[config.mk]
export PLATFORM = sky130hd
export DESIGN_NAME = ccu_unit
export DESIGN_NICKNAME = d
export VERILOG_FILES = /design/src/ccu_pkg.sv /design/src/ccu_value_reg.sv /design/src/ccu_unit.sv
export SDC_FILE = /design/constraint.sdc
export NUM_CORES = 1
export LEC_CHECK = 0
export ABC_AREA = 1
export BUFFER_PORTS_ARGS = -buffer_cell sky130_fd_sc_hd__buf_2
export CAP_MARGIN = 30
export CORE_MARGIN = 5
export CORE_UTILIZATION = 54
export CTS_CLUSTER_SIZE = 20
export DETAILED_ROUTE_END_ITERATION = 16
export HOLD_SLACK_MARGIN = 0.02
export PLACE_DENSITY = 0.94
export RECOVER_POWER = 25
export SLEW_MARGIN = 20
export SYNTH_ARGS = -nofsm -noshare
export SYNTH_HDL_FRONTEND = slang
export SYNTH_SLANG_ARGS = --single-unit
[constraint.sdc]
create_clock -name ref_clk -period 2.1 [get_ports ref_clk]
set_clock_uncertainty 0.05 [all_clocks]
set_input_delay 0 -clock ref_clk [delete_from_list [all_inputs] [get_ports ref_clk]]
set_output_delay 0 -clock ref_clk [all_outputs]
set_load 0.05 [all_outputs]
[src/ccu_pkg.sv]
// Package for the capture/compare unit: control layouts, mode codes, carriers.
// Assumes a single 250 MHz system clock and an external 16-bit timer.
package ccu_pkg;

  // ****************************************************************
  // Control register layout
  // ****************************************************************
  localparam int CCU_CTL_W = 8;
  localparam int CCU_CTL_EN_BIT = 7;
  localparam int CCU_CTL_OUT_BIT = 5;
  localparam int CCU_MODE_HI = 3;
  localparam int CCU_MODE_LO = 0;
  localparam int CCU_SRC_W = 2;
  localparam int CCU_VAL_W = 16;
  localparam int CCU_BYTE_W = 8;
  localparam int CCU_PSC_W = 4;

  localparam logic [CCU_CTL_W-1:0] CCU_CTL_RST = 8'h00;
  localparam logic [CCU_VAL_W-1:0] CCU_VAL_RST = 16'h0000;
  localparam logic [CCU_PSC_W-1:0] CCU_PSC_RST = 4'h0;
  localparam logic [CCU_PSC_W-1:0] CCU_PSC_LAST4 = 4'h3;
  localparam logic [CCU_PSC_W-1:0] CCU_PSC_LAST16 = 4'hf;

  // ****************************************************************
  // Mode codes
  // ****************************************************************
  localparam logic [3:0] CCU_M_OFF = 4'h0;
  localparam logic [3:0] CCU_M_TGL_CLR = 4'h1;
  localparam logic [3:0] CCU_M_TGL = 4'h2;
  localparam logic [3:0] CCU_M_CAP_ANY = 4'h3;
  localparam logic [3:0] CCU_M_CAP_FALL = 4'h4;
  localparam logic [3:0] CCU_M_CAP_RISE = 4'h5;
  localparam logic [3:0] CCU_M_CAP_R4 = 4'h6;
  localparam logic [3:0] CCU_M_CAP_R16 = 4'h7;
  localparam logic [3:0] CCU_M_SET = 4'h8;
  localparam logic [3:0] CCU_M_CLR = 4'h9;
  localparam logic [3:0] CCU_M_PULSE = 4'ha;
  localparam logic [3:0] CCU_M_PULSE_CLR = 4'hb;

  // Capture source select codes.
  localparam logic [CCU_SRC_W-1:0] CCU_SRC_PIN = 2'h0;
  localparam logic [CCU_SRC_W-1:0] CCU_SRC_ALT0 = 2'h1;
  localparam logic [CCU_SRC_W-1:0] CCU_SRC_ALT1 = 2'h2;
  localparam logic [CCU_SRC_W-1:0] CCU_SRC_ALT2 = 2'h3;

  // Register write strobes and data travel together.
  typedef struct packed {
    logic ctl_we;
    logic lo_we;
    logic hi_we;
    logic [CCU_CTL_W-1:0] wdata;
  } ccu_wr_t;

  // Open-drain capable pin drive.
  typedef struct packed {
    logic o;
    logic oe;
  } ccu_pin_t;

endpackage

[src/ccu_value_reg.sv]
// Capture/compare value storage as two byte-wide registers.
// Assumes writes and captures are synchronous to ref_clk.
`timescale 1ns/1ps
module ccu_value_reg
  import ccu_pkg::*;
(
  // Clock and reset
  input wire logic clk,
  input wire logic rst_n,
  // Updates
  input wire logic cap,
  input wire logic [CCU_VAL_W-1:0] cap_val,
  input wire logic lo_we,
  input wire logic hi_we,
  input wire logic [CCU_BYTE_W-1:0] wbyte,
  // Contents
  output logic [CCU_VAL_W-1:0] val_q
);

  // Capture overwrites both bytes; byte writes change only their own half.
  always_ff @(posedge clk or negedge rst_n)
  begin
    if (!rst_n)
      val_q <= CCU_VAL_RST;
    else if (cap)
      val_q <= cap_val;
    else
    begin
      if (lo_we)
        val_q[CCU_BYTE_W-1:0] <= wbyte;
      if (hi_we)
        val_q[CCU_VAL_W-1:CCU_BYTE_W] <= wbyte;
    end
  end

endmodule

[src/ccu_unit.sv]
// Capture/compare unit top: mode decode, edge capture, compare and output.
// Assumes timer count, pin and alternate sources are synchronous to ref_clk.
`timescale 1ns/1ps
module ccu_unit
  import ccu_pkg::*;
(
  // Clock and reset
  input wire logic ref_clk,
  input wire logic rstn,
  // Register writes and configuration
  input wire ccu_wr_t wr,
  input wire logic [CCU_SRC_W-1:0] capture_input_select_reg,
  input wire logic open_drain_en,
  input wire logic flag_clear,
  // Timer and sleep
  input wire logic [CCU_VAL_W-1:0] capture_timer_count,
  input wire logic timer_ext_clk,
  input wire logic sleep,
  // Capture sources
  input wire logic unit_pin_in,
  input wire logic pin_direction_bit,
  input wire logic [2:0] alt_src,
  // Outputs
  output logic [CCU_CTL_W-1:0] unit_control_reg,
  output logic [CCU_BYTE_W-1:0] value_low_byte,
  output logic [CCU_BYTE_W-1:0] value_high_byte,
  output logic unit_event_flag,
  output logic timer_reset,
  output logic timer_hold,
  output logic unit_out,
  output ccu_pin_t unit_pin
);

  // ****************************************************************
  // Reset release
  // ****************************************************************
  logic rst_s1_q;
  logic rst_s2_q;
  logic rst_n;

  // Two-stage release of the asynchronous reset.
  always_ff @(posedge ref_clk or negedge rstn)
  begin
    if (!rstn)
    begin
      rst_s1_q <= 1'b0;
      rst_s2_q <= 1'b0;
    end
    else
    begin
      rst_s1_q <= 1'b1;
      rst_s2_q <= rst_s1_q;
    end
  end
  assign rst_n = rst_s2_q;

  // ****************************************************************
  // Control register and mode decode
  // ****************************************************************
  typedef enum logic [2:0] {
    CCU_ST_IDLE = 3'b001,
    CCU_ST_CAP = 3'b010,
    CCU_ST_CMP = 3'b100
  } ccu_state_t;

  logic [CCU_CTL_W-1:0] ctl_q;
  logic [3:0] mode;
  logic en;
  ccu_state_t state;

  function automatic logic is_capture(input logic [3:0] m);
    is_capture = (m >= CCU_M_CAP_ANY) && (m <= CCU_M_CAP_R16);
  endfunction

  function automatic logic is_compare(input logic [3:0] m);
    is_compare = (m == CCU_M_TGL_CLR) || (m == CCU_M_TGL) ||
                 ((m >= CCU_M_SET) && (m <= CCU_M_PULSE_CLR));
  endfunction

  // Control register written whole by software.
  always_ff @(posedge ref_clk or negedge rst_n)
  begin
    if (!rst_n)
      ctl_q <= CCU_CTL_RST;
    else if (wr.ctl_we)
      ctl_q <= wr.wdata;
  end

  assign mode = ctl_q[CCU_MODE_HI:CCU_MODE_LO];
  assign en = ctl_q[CCU_CTL_EN_BIT];
  assign unit_control_reg = ctl_q;

  // Operating group derived from enable and mode.
  always_comb
  begin
    if (en && is_capture(mode))
      state = CCU_ST_CAP;
    else if (en && is_compare(mode))
      state = CCU_ST_CMP;
    else
      state = CCU_ST_IDLE;
  end

  // ****************************************************************
  // Capture path
  // ****************************************************************
  logic src;
  logic src_q;
  logic rise;
  logic fall;
  logic [CCU_PSC_W-1:0] psc_q;
  logic cap_evt;
  logic psc_hit;

  // The pin level is read back whatever drives it, so a port write to an
  // output pin is seen as an edge just like an external one.
  always_comb
  begin
    unique case (capture_input_select_reg)
      CCU_SRC_PIN: src = unit_pin_in;
      CCU_SRC_ALT0: src = alt_src[0];
      CCU_SRC_ALT1: src = alt_src[1];
      CCU_SRC_ALT2: src = alt_src[2];
    endcase
  end

  // Previous source level for edge detection; it runs in every mode, so a
  // mode change sees no stale edge, though a source change may see a false one.
  always_ff @(posedge ref_clk or negedge rst_n)
  begin
    if (!rst_n)
      src_q <= 1'b0;
    else
      src_q <= src;
  end

  // Sleep with the instruction clock stops capture; external clock keeps it.
  assign rise = src && !src_q && !(sleep && !timer_ext_clk);
  assign fall = !src && src_q && !(sleep && !timer_ext_clk);

  always_comb
  begin
    unique case (mode)
      CCU_M_CAP_R4: psc_hit = (psc_q[1:0] == CCU_PSC_LAST4[1:0]);
      CCU_M_CAP_R16: psc_hit = (psc_q == CCU_PSC_LAST16);
      default: psc_hit = 1'b1;
    endcase
  end

  // Event selection by mode.
  always_comb
  begin
    cap_evt = 1'b0;
    if (state == CCU_ST_CAP)
    begin
      unique case (mode)
        CCU_M_CAP_FALL: cap_evt = fall;
        CCU_M_CAP_RISE: cap_evt = rise;
        CCU_M_CAP_ANY: cap_evt = rise || fall;
        default: cap_evt = rise && psc_hit;
      endcase
    end
  end

  // Rising-edge prescaler; not cleared on a change between capture modes.
  always_ff @(posedge ref_clk or negedge rst_n)
  begin
    if (!rst_n)
      psc_q <= CCU_PSC_RST;
    else if (state != CCU_ST_CAP)
      psc_q <= CCU_PSC_RST;
    else if (rise)
      psc_q <= psc_q + 4'h1;
  end

  // ****************************************************************
  // Compare path
  // ****************************************************************
  logic [CCU_VAL_W-1:0] val_q;
  logic eq;
  logic eq_q;
  logic match;
  logic out_q;
  logic pulse_q;

  assign eq = (state == CCU_ST_CMP) && (val_q == capture_timer_count);
  assign match = eq && !eq_q;

  // Equality history for entry detection.
  always_ff @(posedge ref_clk or negedge rst_n)
  begin
    if (!rst_n)
      eq_q <= 1'b0;
    else
      eq_q <= eq;
  end

  // Compare output latch; zero control write forces it low.
  always_ff @(posedge ref_clk or negedge rst_n)
  begin
    if (!rst_n)
      out_q <= 1'b0;
    else if (wr.ctl_we && wr.wdata == CCU_CTL_RST)
      out_q <= 1'b0;
    else if (match)
    begin
      unique case (mode)
        CCU_M_TGL_CLR, CCU_M_TGL: out_q <= !out_q;
        CCU_M_SET: out_q <= 1'b1;
        CCU_M_CLR: out_q <= 1'b0;
        default: out_q <= out_q;
      endcase
    end
  end

  // One-cycle pulse for the pulse modes.
  always_ff @(posedge ref_clk or negedge rst_n)
  begin
    if (!rst_n)
      pulse_q <= 1'b0;
    else
      pulse_q <= match && (mode == CCU_M_PULSE || mode == CCU_M_PULSE_CLR);
  end

  // Timer reset request on match in the clearing modes.
  always_ff @(posedge ref_clk or negedge rst_n)
  begin
    if (!rst_n)
      timer_reset <= 1'b0;
    else
      timer_reset <= match && (mode == CCU_M_TGL_CLR ||
                               mode == CCU_M_PULSE_CLR);
  end

  // Instruction-clocked timer halts in sleep and resumes its count.
  assign timer_hold = sleep && !timer_ext_clk;

  // ****************************************************************
  // Value register and flag
  // ****************************************************************
  ccu_value_reg u_val (
    .clk(ref_clk),
    .rst_n(rst_n),
    .cap(cap_evt),
    .cap_val(capture_timer_count),
    .lo_we(wr.lo_we),
    .hi_we(wr.hi_we),
    .wbyte(wr.wdata),
    .val_q(val_q)
  );

  assign value_low_byte = val_q[CCU_BYTE_W-1:0];
  assign value_high_byte = val_q[CCU_VAL_W-1:CCU_BYTE_W];

  // Sticky flag; a new event wins over a same-cycle clear.
  always_ff @(posedge ref_clk or negedge rst_n)
  begin
    if (!rst_n)
      unit_event_flag <= 1'b0;
    else if (cap_evt || match)
      unit_event_flag <= 1'b1;
    else if (flag_clear)
      unit_event_flag <= 1'b0;
  end

  // ****************************************************************
  // Outputs
  // ****************************************************************
  // Internal compare signal for other peripherals and the pin.
  assign unit_out = ctl_q[CCU_CTL_OUT_BIT] ? pulse_q : out_q;

  // Open-drain drives only low; push-pull drives both levels.
  always_comb
  begin
    unit_pin.o = open_drain_en ? 1'b0 : unit_out;
    unit_pin.oe = (state == CCU_ST_CMP) && !pin_direction_bit &&
                  (!open_drain_en || !unit_out);
  end

endmodule

==> results_tabular.tex <==
\begin{tabular}{lr}
\hline
Metric & Value \\
\hline
\multicolumn{2}{l}{\textbf{Setup path}} \\
\quad Worst Path Buf+Inv & 1 \\
\quad Startpoint-to-endpoint class of the critical path & reg -> out \\
\quad Flop-to-flop setup slack & 0.27 ns \\
\quad Cell depth of the worst setup path & 7 \\
\quad Cell with the largest stage delay on the worst path & dfrtp\_1 \\
\quad Kind of cell adding the most delay to the critical path & flip-flops \\
\quad Largest fanout on the critical path & 8 \\
\quad Category of the worst setup path launch point & flip-flop \\
\quad Max stage delay on crit path & 0.46 ns \\
\quad Worst Reg-to-Reg Cells & 9 \\
\quad Endpoint class of the critical path & primary output \\
\quad Critical Path, Cell by Cell & nor2\_1 -> nand2\_1 -> o21a\_1 -> nand2\_1 -> nand2\_1 -> a211oi\_4 -> buf\_2 \\
\quad Most Frequent Cell on Critical Path & nand2\_1 \\
\quad Arrival time reported for the critical path endpoint & 1.82 ns \\
\quad Data required time at the worst endpoint & 2.05 ns \\
\multicolumn{2}{l}{\textbf{Detailed routing}} \\
\quad Met3 wire length & 682 um \\
\quad Detailed Routing Iterations Pass 1 & 6 \\
\quad WL/cell & 14.8 um \\
\quad Routed via count & 2731 \\
\quad Total Routed Length & 7400 um \\
\quad DR vias/cell & 5.48 \\
\quad DRC violation count after routing & 0 \\
\quad Wire length on met1 & 2640 um \\
\quad Top routing layer in use & met4 \\
\quad DR iter-0 viols & 345 \\
\quad Met2 wirelength from detailed routing & 3640 um \\
\quad Count of nets left with antenna violations after detail routing & 0 \\
\multicolumn{2}{l}{\textbf{Yosys}} \\
\quad Mapped Area & 0.00228 mm\^{}2 \\
\quad Library cells used by synthesis & 30 \\
\quad Area share of the largest cell type after synthesis & 39.5\% \\
\quad Cell type with the highest aggregate area in the netlist & dfrtp\_1 \\
\quad Mapped Nets & 386 \\
\quad Average cell area after synthesis & 6.62 um\^{}2 \\
\quad Post-synthesis sequential area ratio & 39.5\% \\
\quad Yosys synthesis warning count & 0 \\
\quad Most area-consuming cells after synthesis & dfrtp\_1, nand2\_1, nand3\_1 \\
\quad Synthesized flop and latch total & 36 \\
\quad Number of cells produced by synthesis & 345 \\
\multicolumn{2}{l}{\textbf{Layout}} \\
\quad Share of layout cells above drive strength 1 & 19.4\% \\
\quad Sequential cell area in the final layout & 901 um\^{}2 \\
\quad Flip-flop count of the largest register after layout & 16 \\
\quad Number of fill cells & 269 \\
\quad Final layout net count & 488 \\
\quad Final antenna diode count & 0 \\
\quad Area growth syn-to-layout & 34.5\% \\
\quad Area taken by multi-input logic gates & 0.00109 mm\^{}2 \\
\multicolumn{2}{l}{\textbf{Die}} \\
\quad Horizontal die dimension & 75.0 um \\
\quad Number of top-level pins & 70 \\
\quad Initial standard-cell utilization of the core & 56.3\% \\
\quad Core Rows & 23 \\
\quad Full die area & 0.00563 mm\^{}2 \\
\quad Total core area & 0.00406 mm\^{}2 \\
\quad Height of the die & 75.0 um \\
\multicolumn{2}{l}{\textbf{Timing}} \\
\quad Part of the cycle the worst path needs & 89.2\% \\
\quad Sum of negative setup slack & 0 ns \\
\quad Worst rel slew slack & 43.2\% \\
\quad Final Critical Period & 1.87 ns \\
\quad Post-route worst hold slack & 0.0425 ns \\
\quad Setup-violating endpoint count in the final report & 0 \\
\quad Max-slew violation count & 0 \\
\quad Slew at the pin closest to its max-slew limit & 0.851 ns \\
\quad Setup repair after global routing missed its margin & false \\
\quad Count of endpoints failing hold in the final timing report & 0 \\
\quad Highest clock frequency the design can meet & 0.534 GHz \\
\multicolumn{2}{l}{\textbf{Power and ir drop}} \\
\quad Peak ir drop on the vdd network & 435 uV \\
\quad Pwr Density & 661 mW/mm\^{}2 \\
\quad Static leakage & 1.75 nW \\
\multicolumn{2}{l}{\textbf{Clock tree}} \\
\quad Number of clock sinks & 36 \\
\quad Clock transition time at the flip-flop clock pins of the worst setup and hold paths & 0.08 ns \\
\quad Number of buffers added by the clock tree synthesis step & 5 \\
\quad Clock tree from TritonCTS & built \\
\quad \# Post-CTS Setup Buffers & 0 \\
\quad Maximum clock path buffer count & 2 \\
\quad Clock root buffer master & clkbuf\_8 \\
\quad Clk Latency, worst-skew pair & 0.31 ns \\
\quad H-tree depth & 2 \\
\multicolumn{2}{l}{\textbf{Place}} \\
\quad Estimated wirelength of the detail-placed design & 4710 um \\
\quad Global placer's final weighted congestion & 0.888 \\
\quad Count of port buffers added during placement & 69 \\
\multicolumn{2}{l}{\textbf{GRT}} \\
\quad Leftover overflow at the end of global routing & 0 \\
\quad Pin count of the biggest net entering global routing & 35 \\
\quad Antenna violations before repair & 0 \\
\quad Global-route usage over all layers & 27.3\% \\
\quad Number of global-route vias before repair & 2694 \\
\quad Wire length of the first global-routing pass & 11600 um \\
\multicolumn{2}{l}{\textbf{Run}} \\
\quad Max capacitance violation total & 0 \\
\multicolumn{2}{l}{\textbf{Run status}} \\
\quad Outcome & finished, final reports clean \\
\multicolumn{2}{l}{\textbf{Hold path}} \\
\quad Number of cells on the worst hold path & 2 \\
\quad Hold Crit Class & in -> reg \\
\hline
\end{tabular}
[area by class of cell]
cell class	instances	share of cell area, %
clock buffers	6	2.69
flip-flops and latches	36	29.3
clock inverters	2	0.326
inverters	66	8.23
repair buffers	102	21.8
multi-input cells	236	35.6
well taps	50	2.04
[synth_stat cells]
library cell / number
nand2_1: 109
inv_1: 64
nand3_1: 55
dfrtp_1: 36
nor2_1: 29
o21ai_0: 13
a21oi_1: 6
nand4_1: 4
buf_6: 2
clkbuf_1: 2
nand2_2: 2
nand3_2: 2
nor3_1: 2
o21a_1: 2
xnor2_1: 2
a211oi_1: 1
a21boi_0: 1
a21oi_4: 1
a31oi_1: 1
buf_1: 1
buf_4: 1
buf_8: 1
conb_1: 1
ha_1: 1
inv_2: 1
inv_6: 1
nand2_4: 1
nor2_2: 1
o211ai_1: 1
or2_2: 1
[per-layer routing]
metal / vias to the layer above / track usage (%)
li1: 1265 / -
met1: 1229 / 30.0
met2: 185 / 47.9
met3: 52 / 5.34
met4: 0 / 17.6
met5: - / 0
[where the power goes]
| part | total, mW | leakage [nW] | switching [mW] | internal [mW] |
|---|---|---|---|---|
| clock | 0.525 | 0.0510 | 0.263 | 0.262 |
| sequential | 0.830 | 0.451 | 0.0733 | 0.757 |
| combinational | 0.675 | 1.24 | 0.467 | 0.208 |
| total | 2.03 | 1.75 | 0.804 | 1.23 |
[through the flow]
step / area [um^2] / total power [mW] / worst slack [ns] / utilization [%] / cells
finish: 3070 / 2.03 / 0.226 / 75.7 / 498
global route: 3070 / 2.12 / 0.0917 / 75.7 / 498
CTS: 3070 / 1.98 / 0.250 / 75.6 / 498
detailed placement: 2660 / 1.43 / 0.269 / 65.4 / 458
global placement: 2660 / 1.41 / 0.400 / 65.4 / 458
floorplan: 2300 / 1.26 / 0.0804 / - / 345
[cell usage in the layout (no fill, tap or decap), types with 2 or more instances in the layout]
cell type / netlist / layout
nand2_2: 2 / 2
clkinv_2: 0 / 2
clkbuf_1: 2 / 2
nor2_1: 29 / 29
buf_2: 0 / 67
nand2_1: 109 / 109
a21oi_1: 6 / 6
nand3_1: 55 / 55
clkbuf_8: 0 / 6
xnor2_1: 2 / 2
nand3_2: 2 / 2
dfrtp_1: 36 / 36
o21ai_0: 13 / 13
nand4_1: 4 / 4
nor3_1: 2 / 2
o21a_1: 2 / 2
dlygate4sd3_1: 0 / 32
inv_1: 64 / 64
[what timing repair did]
action | CTS | global route
setup endpoints to repair | 0 | 1
hold buffers | 32 | 0
hold endpoints to repair | 27 | 0
gates resized for setup | 0 | 1
[path summary, 6_finish.rpt]
path / startpoint / endpoint
min reg2reg: rst_s1_q / rst_n
max reg2reg: unit_control_reg[1] / u_val.val_q[9]
max: unit_control_reg[1] / unit_pin[0]
min in group asynchronous: rst_n / psc_q[3]
min: wr[10] / unit_control_reg[2]
max in group asynchronous: rst_n / u_val.val_q[3]
[worst reg2reg max path, cell delays in order (launching register included)]
cell and delay (ns):
dfrtp_1 0.47, inv_1 0.15, nor3_1 0.20, nand2_1 0.08, nand3_1 0.08, nand2_1 0.14
nand2_8 0.24, inv_6 0.11, nand2_1 0.09, nand3_1 0.10
[cells by family (layout without fill, tap and decap cells)]
kind of cell               after synthesis  count (layout)  synth area share, %
AOI/OAI and AO/OA                       26              26                 6.80
and+or+nand+nor                        206             206                 38.7
other                                    1               1                0.164
adders and majority gates                1               1                0.548
buffers and inverters                   73             176                 13.5
DFF                                     36              36                 39.5
xor gates and xnor gates                 2               2                0.767
Power figures use the tool's default switching activity.
